===== src/rtl/apl_consts.vh =====
// constants for the address port pin logic block
`ifndef APL_CONSTS_VH
`define APL_CONSTS_VH

// ===========================================================
// register word offsets (byte addresses, wishbone)
`define APL_OFF_MODE        8'h00
`define APL_OFF_PA_DIR      8'h04
`define APL_OFF_PA_OUT      8'h08
`define APL_OFF_PA_ODRAIN   8'h0c
`define APL_OFF_PA_PULLUP   8'h10
`define APL_OFF_PA_PIN      8'h14
`define APL_OFF_PB_DIR      8'h18
`define APL_OFF_PB_OUT      8'h1c
`define APL_OFF_PB_PULLUP   8'h20
`define APL_OFF_PB_PIN      8'h24
`define APL_OFF_PC_DIR      8'h28
`define APL_OFF_PC_OUT      8'h2c
`define APL_OFF_PC_PULLUP   8'h30
`define APL_OFF_PC_PIN      8'h34
`define APL_OFF_PF_LATCH    8'h38
`define APL_OFF_PF_DIR      8'h3c
`define APL_OFF_PF_PIN      8'h40
`define APL_OFF_STATUS      8'h44

// ===========================================================
// mode register fields
`define APL_MODE_LSB        0
`define APL_MODE_MSB        2
`define APL_EXTERNAL_EXPANSION_ENABLE_BIT        3
`define APL_SWSTBY_BIT      4

// ===========================================================
// operating mode codes
`define APL_MODE1           3'h1
`define APL_MODE2           3'h2
`define APL_MODE4           3'h4
`define APL_MODE7           3'h7

// ===========================================================
// reset values
`define APL_RST_BYTE        8'h00
`define APL_RST_MODE        3'h7
`define APL_RST_CTRL        5'h07

`endif


===== src/rtl/apl_sync8.v =====
// two flip-flop synchroniser for an 8-bit pin group
`timescale 1ns/1ns
module apl_sync8 #(
    parameter W = 8
) (
    input  wire         core_clk, // system clock
    input  wire         rst,      // async reset, active high
    input  wire [W-1:0] d_in,     // asynchronous pin levels
    output reg  [W-1:0] q_out     // synchronised levels
);
    reg [W-1:0] meta_reg;

    // first stage feeds only the second
    always @(posedge core_clk or posedge rst) begin
        if (rst) begin
            meta_reg <= {W{1'b0}};
            q_out    <= {W{1'b0}};
        end else begin
            meta_reg <= d_in;
            q_out    <= meta_reg;
        end
    end
endmodule


===== src/rtl/apl_port.v =====
// address port pin logic: ports a, b, c as address or i/o, port f latch
//
// The Wishbone slave port and the register addresses were chosen for this implementation.
`timescale 1ns/1ns
`include "apl_consts.vh"

// Overview of operation
// - ports a-c carry address in modes 1/2 (port a on pins 4-0 only), address or i/o in mode 4 and mode 7 with expansion, i/o only otherwise.
// - port a has pull-ups and open-drain outputs; pins 7-5 are interrupt inputs always, pin 4 except in modes 1/2.
// - port c pull-ups work only in modes 4 and 7.
// - every port c pin has its own pull-up control bit.
// - in modes 4/7 outside hardware standby a port c pull-up is on exactly when its direction bit is 0 and its control bit is 1.
// - in modes 1/2 port c pull-ups are always off, in every state.
// - in modes 4/7 the chosen pull-up state also holds in software standby.
// - port f latch holds one read/write output bit per pin, cleared at reset, driven when the pin's direction bit is 1.
// - port f pin-state reads give the latch for output pins and the pin level for input pins; writes do nothing.
module apl_port (
    input  wire        core_clk,     // system clock, 10 mhz
    input  wire        rst,          // async reset, active high
    input  wire        hw_standby,   // hardware standby pin level
    input  wire [23:0] addr_in,      // external address from bus controller
    input  wire        addr_valid,   // bus controller drives an address
    input  wire [31:0] wb_adr_i,     // wishbone address
    input  wire [31:0] wb_dat_i,     // wishbone write data
    output reg  [31:0] wb_dat_o,     // wishbone read data
    input  wire        wb_we_i,      // wishbone write enable
    input  wire [3:0]  wb_sel_i,     // wishbone byte selects
    input  wire        wb_cyc_i,     // wishbone cycle
    input  wire        wb_stb_i,     // wishbone strobe
    output reg         wb_ack_o,     // wishbone acknowledge
    output reg         wb_err_o,     // wishbone error, unmapped address
    input  wire [7:0]  pa_in,        // port a pin levels
    output reg  [7:0]  pa_out,       // port a output values
    output reg  [7:0]  pa_oe,        // port a output enables
    output reg  [7:0]  pa_pullup,    // port a pull-up enables
    input  wire [7:0]  pb_in,        // port b pin levels
    output reg  [7:0]  pb_out,       // port b output values
    output reg  [7:0]  pb_oe,        // port b output enables
    output reg  [7:0]  pb_pullup,    // port b pull-up enables
    input  wire [7:0]  pc_in,        // port c pin levels
    output reg  [7:0]  pc_out,       // port c output values
    output reg  [7:0]  pc_oe,        // port c output enables
    output reg  [7:0]  pc_pullup,    // port c pull-up enables
    input  wire [7:0]  pf_in,        // port f pin levels
    output reg  [7:0]  pf_out,       // port f output values
    output reg  [7:0]  pf_oe,        // port f output enables
    output reg  [7:0]  irq_req       // synchronised interrupt request inputs 7..4, bits 3..0 held low
);
    // ===========================================================
    // registers
    reg  [2:0] mode_reg;
    reg        external_expansion_enable_reg;
    reg        swstby_reg;
    reg  [7:0] pa_dir_reg, pa_dat_reg, pa_od_reg, pa_pu_reg;
    reg  [7:0] pb_dir_reg, pb_dat_reg, pb_pu_reg;
    reg  [7:0] pc_dir_reg, pc_dat_reg, pc_pu_reg;
    reg  [7:0] port_f_output_latch, pf_dir_reg;
    reg  [23:0] addr_reg;
    reg        addr_v_reg;
    reg        hwsb_meta_reg, hwsb_reg;
    reg  [31:0] rd_next;
    reg        hit_next;

    wire [7:0] pa_sync, pb_sync, pc_sync, pf_sync;

    // ===========================================================
    // pin synchronisers
    apl_sync8 #(.W(8)) u_sync_a (.core_clk(core_clk), .rst(rst), .d_in(pa_in), .q_out(pa_sync));
    apl_sync8 #(.W(8)) u_sync_b (.core_clk(core_clk), .rst(rst), .d_in(pb_in), .q_out(pb_sync));
    apl_sync8 #(.W(8)) u_sync_c (.core_clk(core_clk), .rst(rst), .d_in(pc_in), .q_out(pc_sync));
    apl_sync8 #(.W(8)) u_sync_f (.core_clk(core_clk), .rst(rst), .d_in(pf_in), .q_out(pf_sync));

    // hardware standby pin synchroniser
    always @(posedge core_clk or posedge rst) begin
        if (rst) begin
            hwsb_meta_reg <= 1'b0;
            hwsb_reg      <= 1'b0;
        end else begin
            hwsb_meta_reg <= hw_standby;
            hwsb_reg      <= hwsb_meta_reg;
        end
    end

    // ===========================================================
    // mode decode
    wire addr_only = (mode_reg == `APL_MODE1) || (mode_reg == `APL_MODE2);
    wire mixed     = (mode_reg == `APL_MODE4) || ((mode_reg == `APL_MODE7) && external_expansion_enable_reg);
    wire pc_pu_ok  = (mode_reg == `APL_MODE4) || (mode_reg == `APL_MODE7);

    // ===========================================================
    // read mux, if/else-if decode
    always @* begin
        rd_next  = 32'h0000_0000;
        hit_next = 1'b1;
        if (wb_adr_i[7:0] == `APL_OFF_MODE) begin
            rd_next[4:0] = {swstby_reg, external_expansion_enable_reg, mode_reg};
        end else if (wb_adr_i[7:0] == `APL_OFF_PA_DIR) begin
            rd_next[7:0] = pa_dir_reg;
        end else if (wb_adr_i[7:0] == `APL_OFF_PA_OUT) begin
            rd_next[7:0] = pa_dat_reg;
        end else if (wb_adr_i[7:0] == `APL_OFF_PA_ODRAIN) begin
            rd_next[7:0] = pa_od_reg;
        end else if (wb_adr_i[7:0] == `APL_OFF_PA_PULLUP) begin
            rd_next[7:0] = pa_pu_reg;
        end else if (wb_adr_i[7:0] == `APL_OFF_PA_PIN) begin
            rd_next[7:0] = (pa_dir_reg & pa_dat_reg) | (~pa_dir_reg & pa_sync);
        end else if (wb_adr_i[7:0] == `APL_OFF_PB_DIR) begin
            rd_next[7:0] = pb_dir_reg;
        end else if (wb_adr_i[7:0] == `APL_OFF_PB_OUT) begin
            rd_next[7:0] = pb_dat_reg;
        end else if (wb_adr_i[7:0] == `APL_OFF_PB_PULLUP) begin
            rd_next[7:0] = pb_pu_reg;
        end else if (wb_adr_i[7:0] == `APL_OFF_PB_PIN) begin
            rd_next[7:0] = (pb_dir_reg & pb_dat_reg) | (~pb_dir_reg & pb_sync);
        end else if (wb_adr_i[7:0] == `APL_OFF_PC_DIR) begin
            rd_next[7:0] = pc_dir_reg;
        end else if (wb_adr_i[7:0] == `APL_OFF_PC_OUT) begin
            rd_next[7:0] = pc_dat_reg;
        end else if (wb_adr_i[7:0] == `APL_OFF_PC_PULLUP) begin
            rd_next[7:0] = pc_pu_reg;
        end else if (wb_adr_i[7:0] == `APL_OFF_PC_PIN) begin
            rd_next[7:0] = (pc_dir_reg & pc_dat_reg) | (~pc_dir_reg & pc_sync);
        end else if (wb_adr_i[7:0] == `APL_OFF_PF_LATCH) begin
            rd_next[7:0] = port_f_output_latch;
        end else if (wb_adr_i[7:0] == `APL_OFF_PF_DIR) begin
            rd_next[7:0] = pf_dir_reg;
        end else if (wb_adr_i[7:0] == `APL_OFF_PF_PIN) begin
            rd_next[7:0] = (pf_dir_reg & port_f_output_latch) | (~pf_dir_reg & pf_sync);
        end else if (wb_adr_i[7:0] == `APL_OFF_STATUS) begin
            rd_next[2:0] = {hwsb_reg, mixed, addr_only};
        end else begin
            hit_next = 1'b0;
        end
        if (wb_adr_i[31:8] != 24'h000000) begin
            hit_next = 1'b0;
        end
    end

    wire req   = wb_cyc_i && wb_stb_i && !wb_ack_o && !wb_err_o;
    wire wr_ok = req && wb_we_i && hit_next && wb_sel_i[0];

    // ===========================================================
    // wishbone slave: one wait cycle, ack or err next edge
    always @(posedge core_clk or posedge rst) begin
        if (rst) begin
            wb_ack_o <= 1'b0;
            wb_err_o <= 1'b0;
            wb_dat_o <= 32'h0000_0000;
        end else begin
            wb_ack_o <= req && hit_next;
            wb_err_o <= req && !hit_next;
            wb_dat_o <= (req && hit_next && !wb_we_i) ? rd_next : 32'h0000_0000;
        end
    end

    // register writes, low byte lane only; pin-state words ignore writes
    always @(posedge core_clk or posedge rst) begin
        if (rst) begin
            mode_reg            <= `APL_RST_MODE;
            external_expansion_enable_reg            <= 1'b0;
            swstby_reg          <= 1'b0;
            pa_dir_reg          <= `APL_RST_BYTE;
            pa_dat_reg          <= `APL_RST_BYTE;
            pa_od_reg           <= `APL_RST_BYTE;
            pa_pu_reg           <= `APL_RST_BYTE;
            pb_dir_reg          <= `APL_RST_BYTE;
            pb_dat_reg          <= `APL_RST_BYTE;
            pb_pu_reg           <= `APL_RST_BYTE;
            pc_dir_reg          <= `APL_RST_BYTE;
            pc_dat_reg          <= `APL_RST_BYTE;
            pc_pu_reg           <= `APL_RST_BYTE;
            port_f_output_latch <= `APL_RST_BYTE;
            pf_dir_reg          <= `APL_RST_BYTE;
        end else if (wr_ok) begin
            if (wb_adr_i[7:0] == `APL_OFF_MODE) begin
                mode_reg   <= wb_dat_i[`APL_MODE_MSB:`APL_MODE_LSB];
                external_expansion_enable_reg   <= wb_dat_i[`APL_EXTERNAL_EXPANSION_ENABLE_BIT];
                swstby_reg <= wb_dat_i[`APL_SWSTBY_BIT];
            end else if (wb_adr_i[7:0] == `APL_OFF_PA_DIR) begin
                pa_dir_reg <= wb_dat_i[7:0];
            end else if (wb_adr_i[7:0] == `APL_OFF_PA_OUT) begin
                pa_dat_reg <= wb_dat_i[7:0];
            end else if (wb_adr_i[7:0] == `APL_OFF_PA_ODRAIN) begin
                pa_od_reg <= wb_dat_i[7:0];
            end else if (wb_adr_i[7:0] == `APL_OFF_PA_PULLUP) begin
                pa_pu_reg <= wb_dat_i[7:0];
            end else if (wb_adr_i[7:0] == `APL_OFF_PB_DIR) begin
                pb_dir_reg <= wb_dat_i[7:0];
            end else if (wb_adr_i[7:0] == `APL_OFF_PB_OUT) begin
                pb_dat_reg <= wb_dat_i[7:0];
            end else if (wb_adr_i[7:0] == `APL_OFF_PB_PULLUP) begin
                pb_pu_reg <= wb_dat_i[7:0];
            end else if (wb_adr_i[7:0] == `APL_OFF_PC_DIR) begin
                pc_dir_reg <= wb_dat_i[7:0];
            end else if (wb_adr_i[7:0] == `APL_OFF_PC_OUT) begin
                pc_dat_reg <= wb_dat_i[7:0];
            end else if (wb_adr_i[7:0] == `APL_OFF_PC_PULLUP) begin
                pc_pu_reg <= wb_dat_i[7:0];
            end else if (wb_adr_i[7:0] == `APL_OFF_PF_LATCH) begin
                port_f_output_latch <= wb_dat_i[7:0];
            end else if (wb_adr_i[7:0] == `APL_OFF_PF_DIR) begin
                pf_dir_reg <= wb_dat_i[7:0];
            end
        end
    end

    // capture the bus controller address
    always @(posedge core_clk or posedge rst) begin
        if (rst) begin
            addr_reg   <= 24'h000000;
            addr_v_reg <= 1'b0;
        end else begin
            addr_reg   <= addr_in;
            addr_v_reg <= addr_valid;
        end
    end

    // ===========================================================
    // pin drive: address in modes 1/2, address on output pins while bus active in mixed modes
    wire        drive_addr = addr_only || (mixed && addr_v_reg);
    wire [7:0]  pa_dat_oe  = pa_dir_reg & ~(pa_od_reg & pa_dat_reg);
    wire [7:0]  pc_pu_next = (pc_pu_ok && !hwsb_reg) ? (~pc_dir_reg & pc_pu_reg) : 8'h00;
    // per-pin address masks; in mixed modes input pins keep their pull-ups and are never driven
    wire [7:0]  pa_amask   = addr_only ? 8'h1f : (drive_addr ? pa_dir_reg : 8'h00); // pins 7..5 stay i/o in 1/2
    wire [7:0]  pb_amask   = addr_only ? 8'hff : (drive_addr ? pb_dir_reg : 8'h00);
    wire [7:0]  pc_amask   = addr_only ? 8'hff : (drive_addr ? pc_dir_reg : 8'h00);

    always @(posedge core_clk or posedge rst) begin
        if (rst) begin
            pa_out    <= 8'h00;
            pa_oe     <= 8'h00;
            pa_pullup <= 8'h00;
            pb_out    <= 8'h00;
            pb_oe     <= 8'h00;
            pb_pullup <= 8'h00;
            pc_out    <= 8'h00;
            pc_oe     <= 8'h00;
            pc_pullup <= 8'h00;
            pf_out    <= 8'h00;
            pf_oe     <= 8'h00;
            irq_req   <= 8'h00;
        end else begin
            pa_out    <= (addr_reg[23:16] & pa_amask) | (pa_dat_reg & ~pa_od_reg & ~pa_amask);
            pa_oe     <= pa_amask | pa_dat_oe;
            pb_out    <= (addr_reg[15:8] & pb_amask) | (pb_dat_reg & ~pb_amask);
            pb_oe     <= pb_amask | pb_dir_reg;
            pc_out    <= (addr_reg[7:0] & pc_amask) | (pc_dat_reg & ~pc_amask);
            pc_oe     <= pc_amask | pc_dir_reg;
            pa_pullup <= pa_pu_reg & ~pa_dir_reg & ~pa_amask;
            pb_pullup <= addr_only ? 8'h00 : (pb_pu_reg & ~pb_dir_reg);
            pc_pullup <= pc_pu_next;
            pf_out    <= port_f_output_latch;
            pf_oe     <= pf_dir_reg;
            // irq 7..5 in every mode, irq 4 not in modes 1/2
            irq_req   <= {pa_sync[7:5], pa_sync[4] & ~addr_only, 4'h0};
        end
    end
endmodule


===== config.mk =====
export PLATFORM = sky130hd
export DESIGN_NAME = apl_port
export DESIGN_NICKNAME = d
export VERILOG_FILES = /design/src/rtl/apl_sync8.v /design/src/rtl/apl_port.v
export VERILOG_INCLUDE_DIRS = /design/src /design/src/rtl
export SDC_FILE = /design/constraint.sdc
export NUM_CORES = 1
export LEC_CHECK = 0
export BUFFER_PORTS_ARGS = -buffer_cell sky130_fd_sc_hd__buf_2
export CAP_MARGIN = 20
export CORE_MARGIN = 2
export CORE_UTILIZATION = 43
export CTS_BUF_LIST = sky130_fd_sc_hd__clkbuf_16
export DETAILED_ROUTE_END_ITERATION = 10
export PLACE_DENSITY = 0.65
export SETUP_SLACK_MARGIN = 0.1
export SLEW_MARGIN = 20
export SYNTH_ARGS = -nofsm -noshare
export SYNTH_HDL_FRONTEND = slang
export SYNTH_SLANG_ARGS = --single-unit
export TNS_END_PERCENT = 5

===== constraint.sdc =====
create_clock -name core_clk -period 15 [get_ports core_clk]
set_clock_uncertainty 0.1 [all_clocks]
set_input_delay 2.25 -clock core_clk [delete_from_list [all_inputs] [get_ports core_clk]]
set_output_delay 2.25 -clock core_clk [all_outputs]
set_load 0.005 [all_outputs]

Word-level counts from Yosys, hierarchy flattened
Cells that the tools add are included.
- register bits after elaboration: 294
- input bits: 131
- output and inout port bits: 130
- eq/ne operators: 21
- muxes and demuxes: 48
- bitwise gates (word level): 54
- reductions and logical operators: 36
- operators by type and width (kind ; number):
    $mux 8 ; 24
    $and 8x8->8 ; 21
    $or 8x8->8 ; 10
    $not 8->8 ; 9
    $eq 8x6->1 const B ; 8
    $eq 8x5->1 const B ; 4
    $reduce_bool 24->1 ; 1
    $mux 1 ; 19
    $eq 8x4->1 const B ; 2
    $eq 8x7->1 const B ; 2
    $reduce_and 14->1 ; 1
    $not 1->1 ; 13
    $reduce_and 13->1 ; 1
    $logic_and 1x1->1 ; 12
    $reduce_and 12->1 ; 1
    $reduce_and 11->1 ; 1
    $mux 5 ; 2
    $reduce_and 10->1 ; 1
    $mux 3 ; 3
    $reduce_and 9->1 ; 1
    $eq 8x3->1 const B ; 1
    $logic_not 8->1 ; 1
    $reduce_and 8->1 ; 1
    $reduce_and 7->1 ; 1
    11 further kinds ; 19

Longest topological paths before layout
- depth in word-level cells: 23
- mapped depth: 10
- depth with buffers taken out: 7

Cells and area by module
A second synthesis with hierarchy kept.
- cells, all modules: 994
- area total of the unflattened synthesis: 12266.8 um2
- modules (own cells, without submodules) (module ; times used ; cells each ; area an instance (um2)):
    apl_port ; 1 ; 926 ; 10650.2
    apl_sync8 ; 4 ; 17 ; 404.1

Least setup slack after synthesis
Ideal clock, no wire load.
- path kind: input to register
- start: input port wb_adr_i[3]
- end: register pc_dir_reg[0]
- arrival: 4101 ps
- required time: 14775 ps
- setup slack: 10674 ps
- stages: 10
- cell sequence: buf_2 o31ai_1 nand3_1 nor3_2 and4_1 buf_4 o41ai_1 or3_1 buf_6 mux2_4
- longest elaborated chain between the ends: 23
- RTL lines (element ; line ; RTL):
    start, declared ; apl_port.v:23 ; input wire [31:0] wb_adr_i,
    $eq 8x7->1 (no source line) ; n/a ;
    $mux 1 ; apl_port.v:129 ; end else if (wb_adr_i[7:0] == `APL_OFF_STATUS) begin
    $mux 1 ; apl_port.v:127 ; end else if (wb_adr_i[7:0] == `APL_OFF_PF_PIN) begin
    $mux 1 ; apl_port.v:125 ; end else if (wb_adr_i[7:0] == `APL_OFF_PF_DIR) begin
    $mux 1 ; apl_port.v:123 ; end else if (wb_adr_i[7:0] == `APL_OFF_PF_LATCH) begin
    $mux 1 ; apl_port.v:121 ; end else if (wb_adr_i[7:0] == `APL_OFF_PC_PIN) begin
    $mux 1 ; apl_port.v:119 ; end else if (wb_adr_i[7:0] == `APL_OFF_PC_PULLUP) begin
    $mux 1 ; apl_port.v:117 ; end else if (wb_adr_i[7:0] == `APL_OFF_PC_OUT) begin
    [6 not listed] ; n/a ;
    $mux 1 ; apl_port.v:103 ; end else if (wb_adr_i[7:0] == `APL_OFF_PA_PULLUP) begin
    $mux 1 ; apl_port.v:101 ; end else if (wb_adr_i[7:0] == `APL_OFF_PA_ODRAIN) begin
    $mux 1 ; apl_port.v:99 ; end else if (wb_adr_i[7:0] == `APL_OFF_PA_OUT) begin
    $mux 1 ; apl_port.v:97 ; end else if (wb_adr_i[7:0] == `APL_OFF_PA_DIR) begin
    $mux 1 ; apl_port.v:95 ; if (wb_adr_i[7:0] == `APL_OFF_MODE) begin
    $mux 1 ; apl_port.v:134 ; if (wb_adr_i[31:8] != 24'h000000) begin
    $logic_and 1x1->1 (2 in a row) ; apl_port.v:140 ; wire wr_ok = req && wb_we_i && hit_next && wb_sel_i[0];
    $reduce_and 10->1 (no source line) * ; n/a ;
    end signal, assigned ; apl_port.v:169 ; pc_dir_reg <= `APL_RST_BYTE;
    end signal, assigned ; apl_port.v:194 ; pc_dir_reg <= wb_dat_i[7:0];
    end, declared ; apl_port.v:56 ; reg [7:0] pc_dir_reg, pc_dat_reg, pc_pu_reg;
Mark *: on every way between the ends. The rest lies on a longest branch, timed or not.
A chain may end at the register's enable or synchronous reset.

Worst setup path in the final report
- start: input port wb_adr_i[3]
- end: register wb_dat_o[0]
- longest elaborated chain between the ends: 23
- RTL lines (element ; line ; RTL):
    $eq 8x7->1 (no source line) ; n/a ;
    $mux 1 ; apl_port.v:129 ;
    $mux 1 ; apl_port.v:127 ;
    $mux 1 ; apl_port.v:125 ;
    $mux 1 ; apl_port.v:123 ;
    $mux 1 ; apl_port.v:121 ;
    $mux 1 ; apl_port.v:119 ;
    $mux 1 ; apl_port.v:117 ;
    [6 not listed] ; n/a ;
    $mux 1 ; apl_port.v:103 ;
    $mux 1 ; apl_port.v:101 ;
    $mux 1 ; apl_port.v:99 ;
    $mux 1 ; apl_port.v:97 ;
    $mux 1 ; apl_port.v:95 ;
    $mux 1 ; apl_port.v:134 ;
    $logic_and 1x1->1 (2 in a row) ; apl_port.v:152 ; wb_dat_o <= (req && hit_next && !wb_we_i) ? rd_next : 32'h0000_0000;
    $mux 8 * ; apl_port.v:152 ;
    end signal, assigned ; apl_port.v:152 ;
    end, declared ; apl_port.v:25 ; output reg [31:0] wb_dat_o,
Marked as above.

==> run summary <==
Syn_area_per_cell: 12.5 um2
Max Fclk: 0.188 GHz
Ratio of cells with drive above 1 in the final layout: 0.342
# IOs: 261
Pre-antenna DRT Iters: 5
Crit path kind: input pin to flip-flop
Worst skew pair latency: 0.55 ns
Fillcell total: 2461
DP HPWL: 23100 um
GR Overflow Total: 0
Adder-Cell Fraction of Synth Area: 0
ANT nets after route: 0
Post-Layout Inst Area: 0.0143 mm2
Most common flop cell mapped by yosys: dfrtp_1
GRT Total Usage: 0.230
Area Growth Syn to Fin: 18.6%
Met1 Resource Use GR: 0.326
Register area: 0.00736 mm2
# setup viols final: 0
Hold_buf cts: 0
Number of distinct library cells after synthesis: 72
Via Count: 8510
DRC: 0
Nets: 1294
Yosys reg bits: 294
Compound-Gate Fraction of Synth Area: 0.0938
Fin Setup TNS: 0 ns
Leakage: 0.00711 uW
CTS buffer count: 29
DR WL/cell: 21.5 um
Pwr dens: 113 mW/mm2
Startpoint Class: input pin
Post-cts sizing count: 0
Maximum VDD drop: 0.0740 mV
Rows: 61
RSZ-0062 raised after global routing: no
Crit path required time: 15.29 ns
H-tree depth: 1
Initial DRC Count: 822
Port bufs: 205
Post-synth top area share: 0.605
Synth area leader: dfrtp_1
Largest family of logic cells by synthesized area: multiplexers
Met3 Resource Use GR: 0.0405
Sequential fraction of the synthesis area: 0.611
Core area: 0.0277 mm2
Syn Inst Count: 967
Max-cap violations: 0
Area occupied by multi-input gates: 0.00429 mm2
Chip width: 171 um
Synth top cells by count: dfrtp_1 (291), mux2_2 (108), nand2_1 (59)
Slew Viols, Final: 0
Mux cell area share after synthesis: 0.135
Largest net degree at the start of global routing: 129
Synth Area in XOR/XNOR: 0.000727
Die H: 171 um
Status: completed
Most frequent cell after synthesis: dfrtp_1
Final WL: 33700 um
Post-synth EDFFs: 0
Die ar.: 0.0294 mm2
GR peak layer: met2
Share of async-settable or async-resettable flops after synthesis: 1.00
First-pass GRT wire length: 50600 um
Final min period: 5.32 ns
Worst EP arrival: 5.60 ns
Met2 usage: 0.362
Syn Std Cell Area: 0.0120 mm2
Initial antenna violation count: 2
Hold Crit Class: flip-flop to flip-flop
Simple-Gate Fraction of Synth Area: 0.117
DP Area: 0.0133 mm2
Slew HR: 0.398
Initial core utilization: 0.435
CTS tree: yes
Worst-Margin Slew: 0.901 ns
Vias per std cell: 5.44
Max Root-Sink Buffers: 3
Nature of the critical path endpoint: flip-flop
Clock sinks: 294
Max reg flops: 24
Clk root buf: clkbuf_16
Clock slew at reported path FFs: 0.07 ns
Number of setup buffers added after CTS: 0
Fin crit share: 0.354
Vias in the first global route: 8386
Synth top area cells: dfrtp_1 (60%), mux2_2 (10%), a21oi_1 (2.4%)
Crit Path Max Fanout: 36
Gpl congestion: 0.946
Yosys warns: 0
Final hold vios: 0
[final timing paths]
check                           cells past startpoint                     endpoint                      startpoint  slack, ns
max in group asynchronous                           3           pc_oe[4]$_DFF_PP0_                             rst      11.74
worst min register to register                      0  u_sync_c.q_out[2]$_DFF_PP0_  u_sync_c.meta_reg[2]$_DFF_PP0_       0.24
worst max register to register                      7        wb_dat_o[0]$_DFF_PP0_       pf_dir_reg[0]$_DFFE_PP0P_      12.36
worst max-delay path                                9        wb_dat_o[0]$_DFF_PP0_                     wb_adr_i[3]       9.68
worst min-delay path                                0  u_sync_c.q_out[2]$_DFF_PP0_  u_sync_c.meta_reg[2]$_DFF_PP0_       0.24
min in group asynchronous                           2       addr_reg[17]$_DFF_PP0_                             rst       1.78
[through the flow]
step | setup slack (ns) | cells | power, uW | util | hold WS [ns]
global route | 9.58 | 1564 | 1670 | 0.515 | 0.252
finish | 9.68 | 1564 | 1620 | 0.515 | 0.238
global placement | 9.26 | 1509 | 895 | 0.479 | 0.234
floorplan | 4.54 | 994 | 868 | - | 0.231
CTS | 9.77 | 1562 | 1630 | 0.514 | 0.239
detailed placement | 9.24 | 1509 | 895 | 0.479 | 0.235
[cell usage in the layout, fill, tap and decap left out, types with 5 or more instances in the layout]
master / instances
dfrtp_1: 291
a211oi_1: 7
o21ai_0: 45
mux2_4: 16
nor2_1: 56
nand2b_1: 24
and3_1: 5
a21oi_1: 57
a311oi_1: 5
nor2b_1: 8
buf_4: 8
inv_1: 16
clkinv_1: 8
mux2i_1: 17
conb_1: 28
nand3b_1: 12
mux2_2: 108
nand2_1: 59
nor3b_1: 16
nand3_1: 17
clkinv_2: 8
o22ai_1: 12
nor3_1: 17
clkbuf_16: 29
bufinv_16: 5
buf_2: 205
nor4_1: 9
[cell families after synthesis]
| logic type | count (synthesis) |
|---|---|
| flops | 294 |
| simple gates | 257 |
| compound gates | 180 |
| mux | 141 |
| buf+inv | 93 |
| xor+xnor | 1 |
| other cells | 1 |
[area by class of cell]
| type | count | share of cell area |
|---|---|---|
| Tap cell | 378 | 0.0331 |
| Clock inverter | 24 | 0.0167 |
| Timing Repair Buffer | 215 | 0.0788 |
| Multi-Input combinational cell | 607 | 0.300 |
| Antenna cell | 1 | 0.000175 |
| Clock buffer | 29 | 0.0508 |
| Sequential cell | 294 | 0.515 |
| Inverter | 16 | 0.00473 |
[power by group]
part           switching (uW)  total (uW)  internal, uW
Sequential               4.41         811           806
Combinational            50.1        71.0          20.8
Clock                     299         735           436
Total                     353        1620          1260
[worst max-delay path, stage by stage]
cell       delay, ns
buf_2           0.08
buf_4           0.40
clkinv_1        0.66
nor3_1          0.75
nand2_1         0.13
a32o_1          0.29
a311oi_1        0.47
nor4_1          0.10
a2111oi_1       0.44
[routing by layer]
| layer | share of wire | wire (um) |
|---|---|---|
| met4 | 0.031 | 1030 |
| met3 | 0.069 | 2320 |
| met1 | 0.43 | 14600 |
| met5 | 0 | 0 |
| met2 | 0.47 | 15800 |
Note: power is estimated with default switching activity, not from simulation.
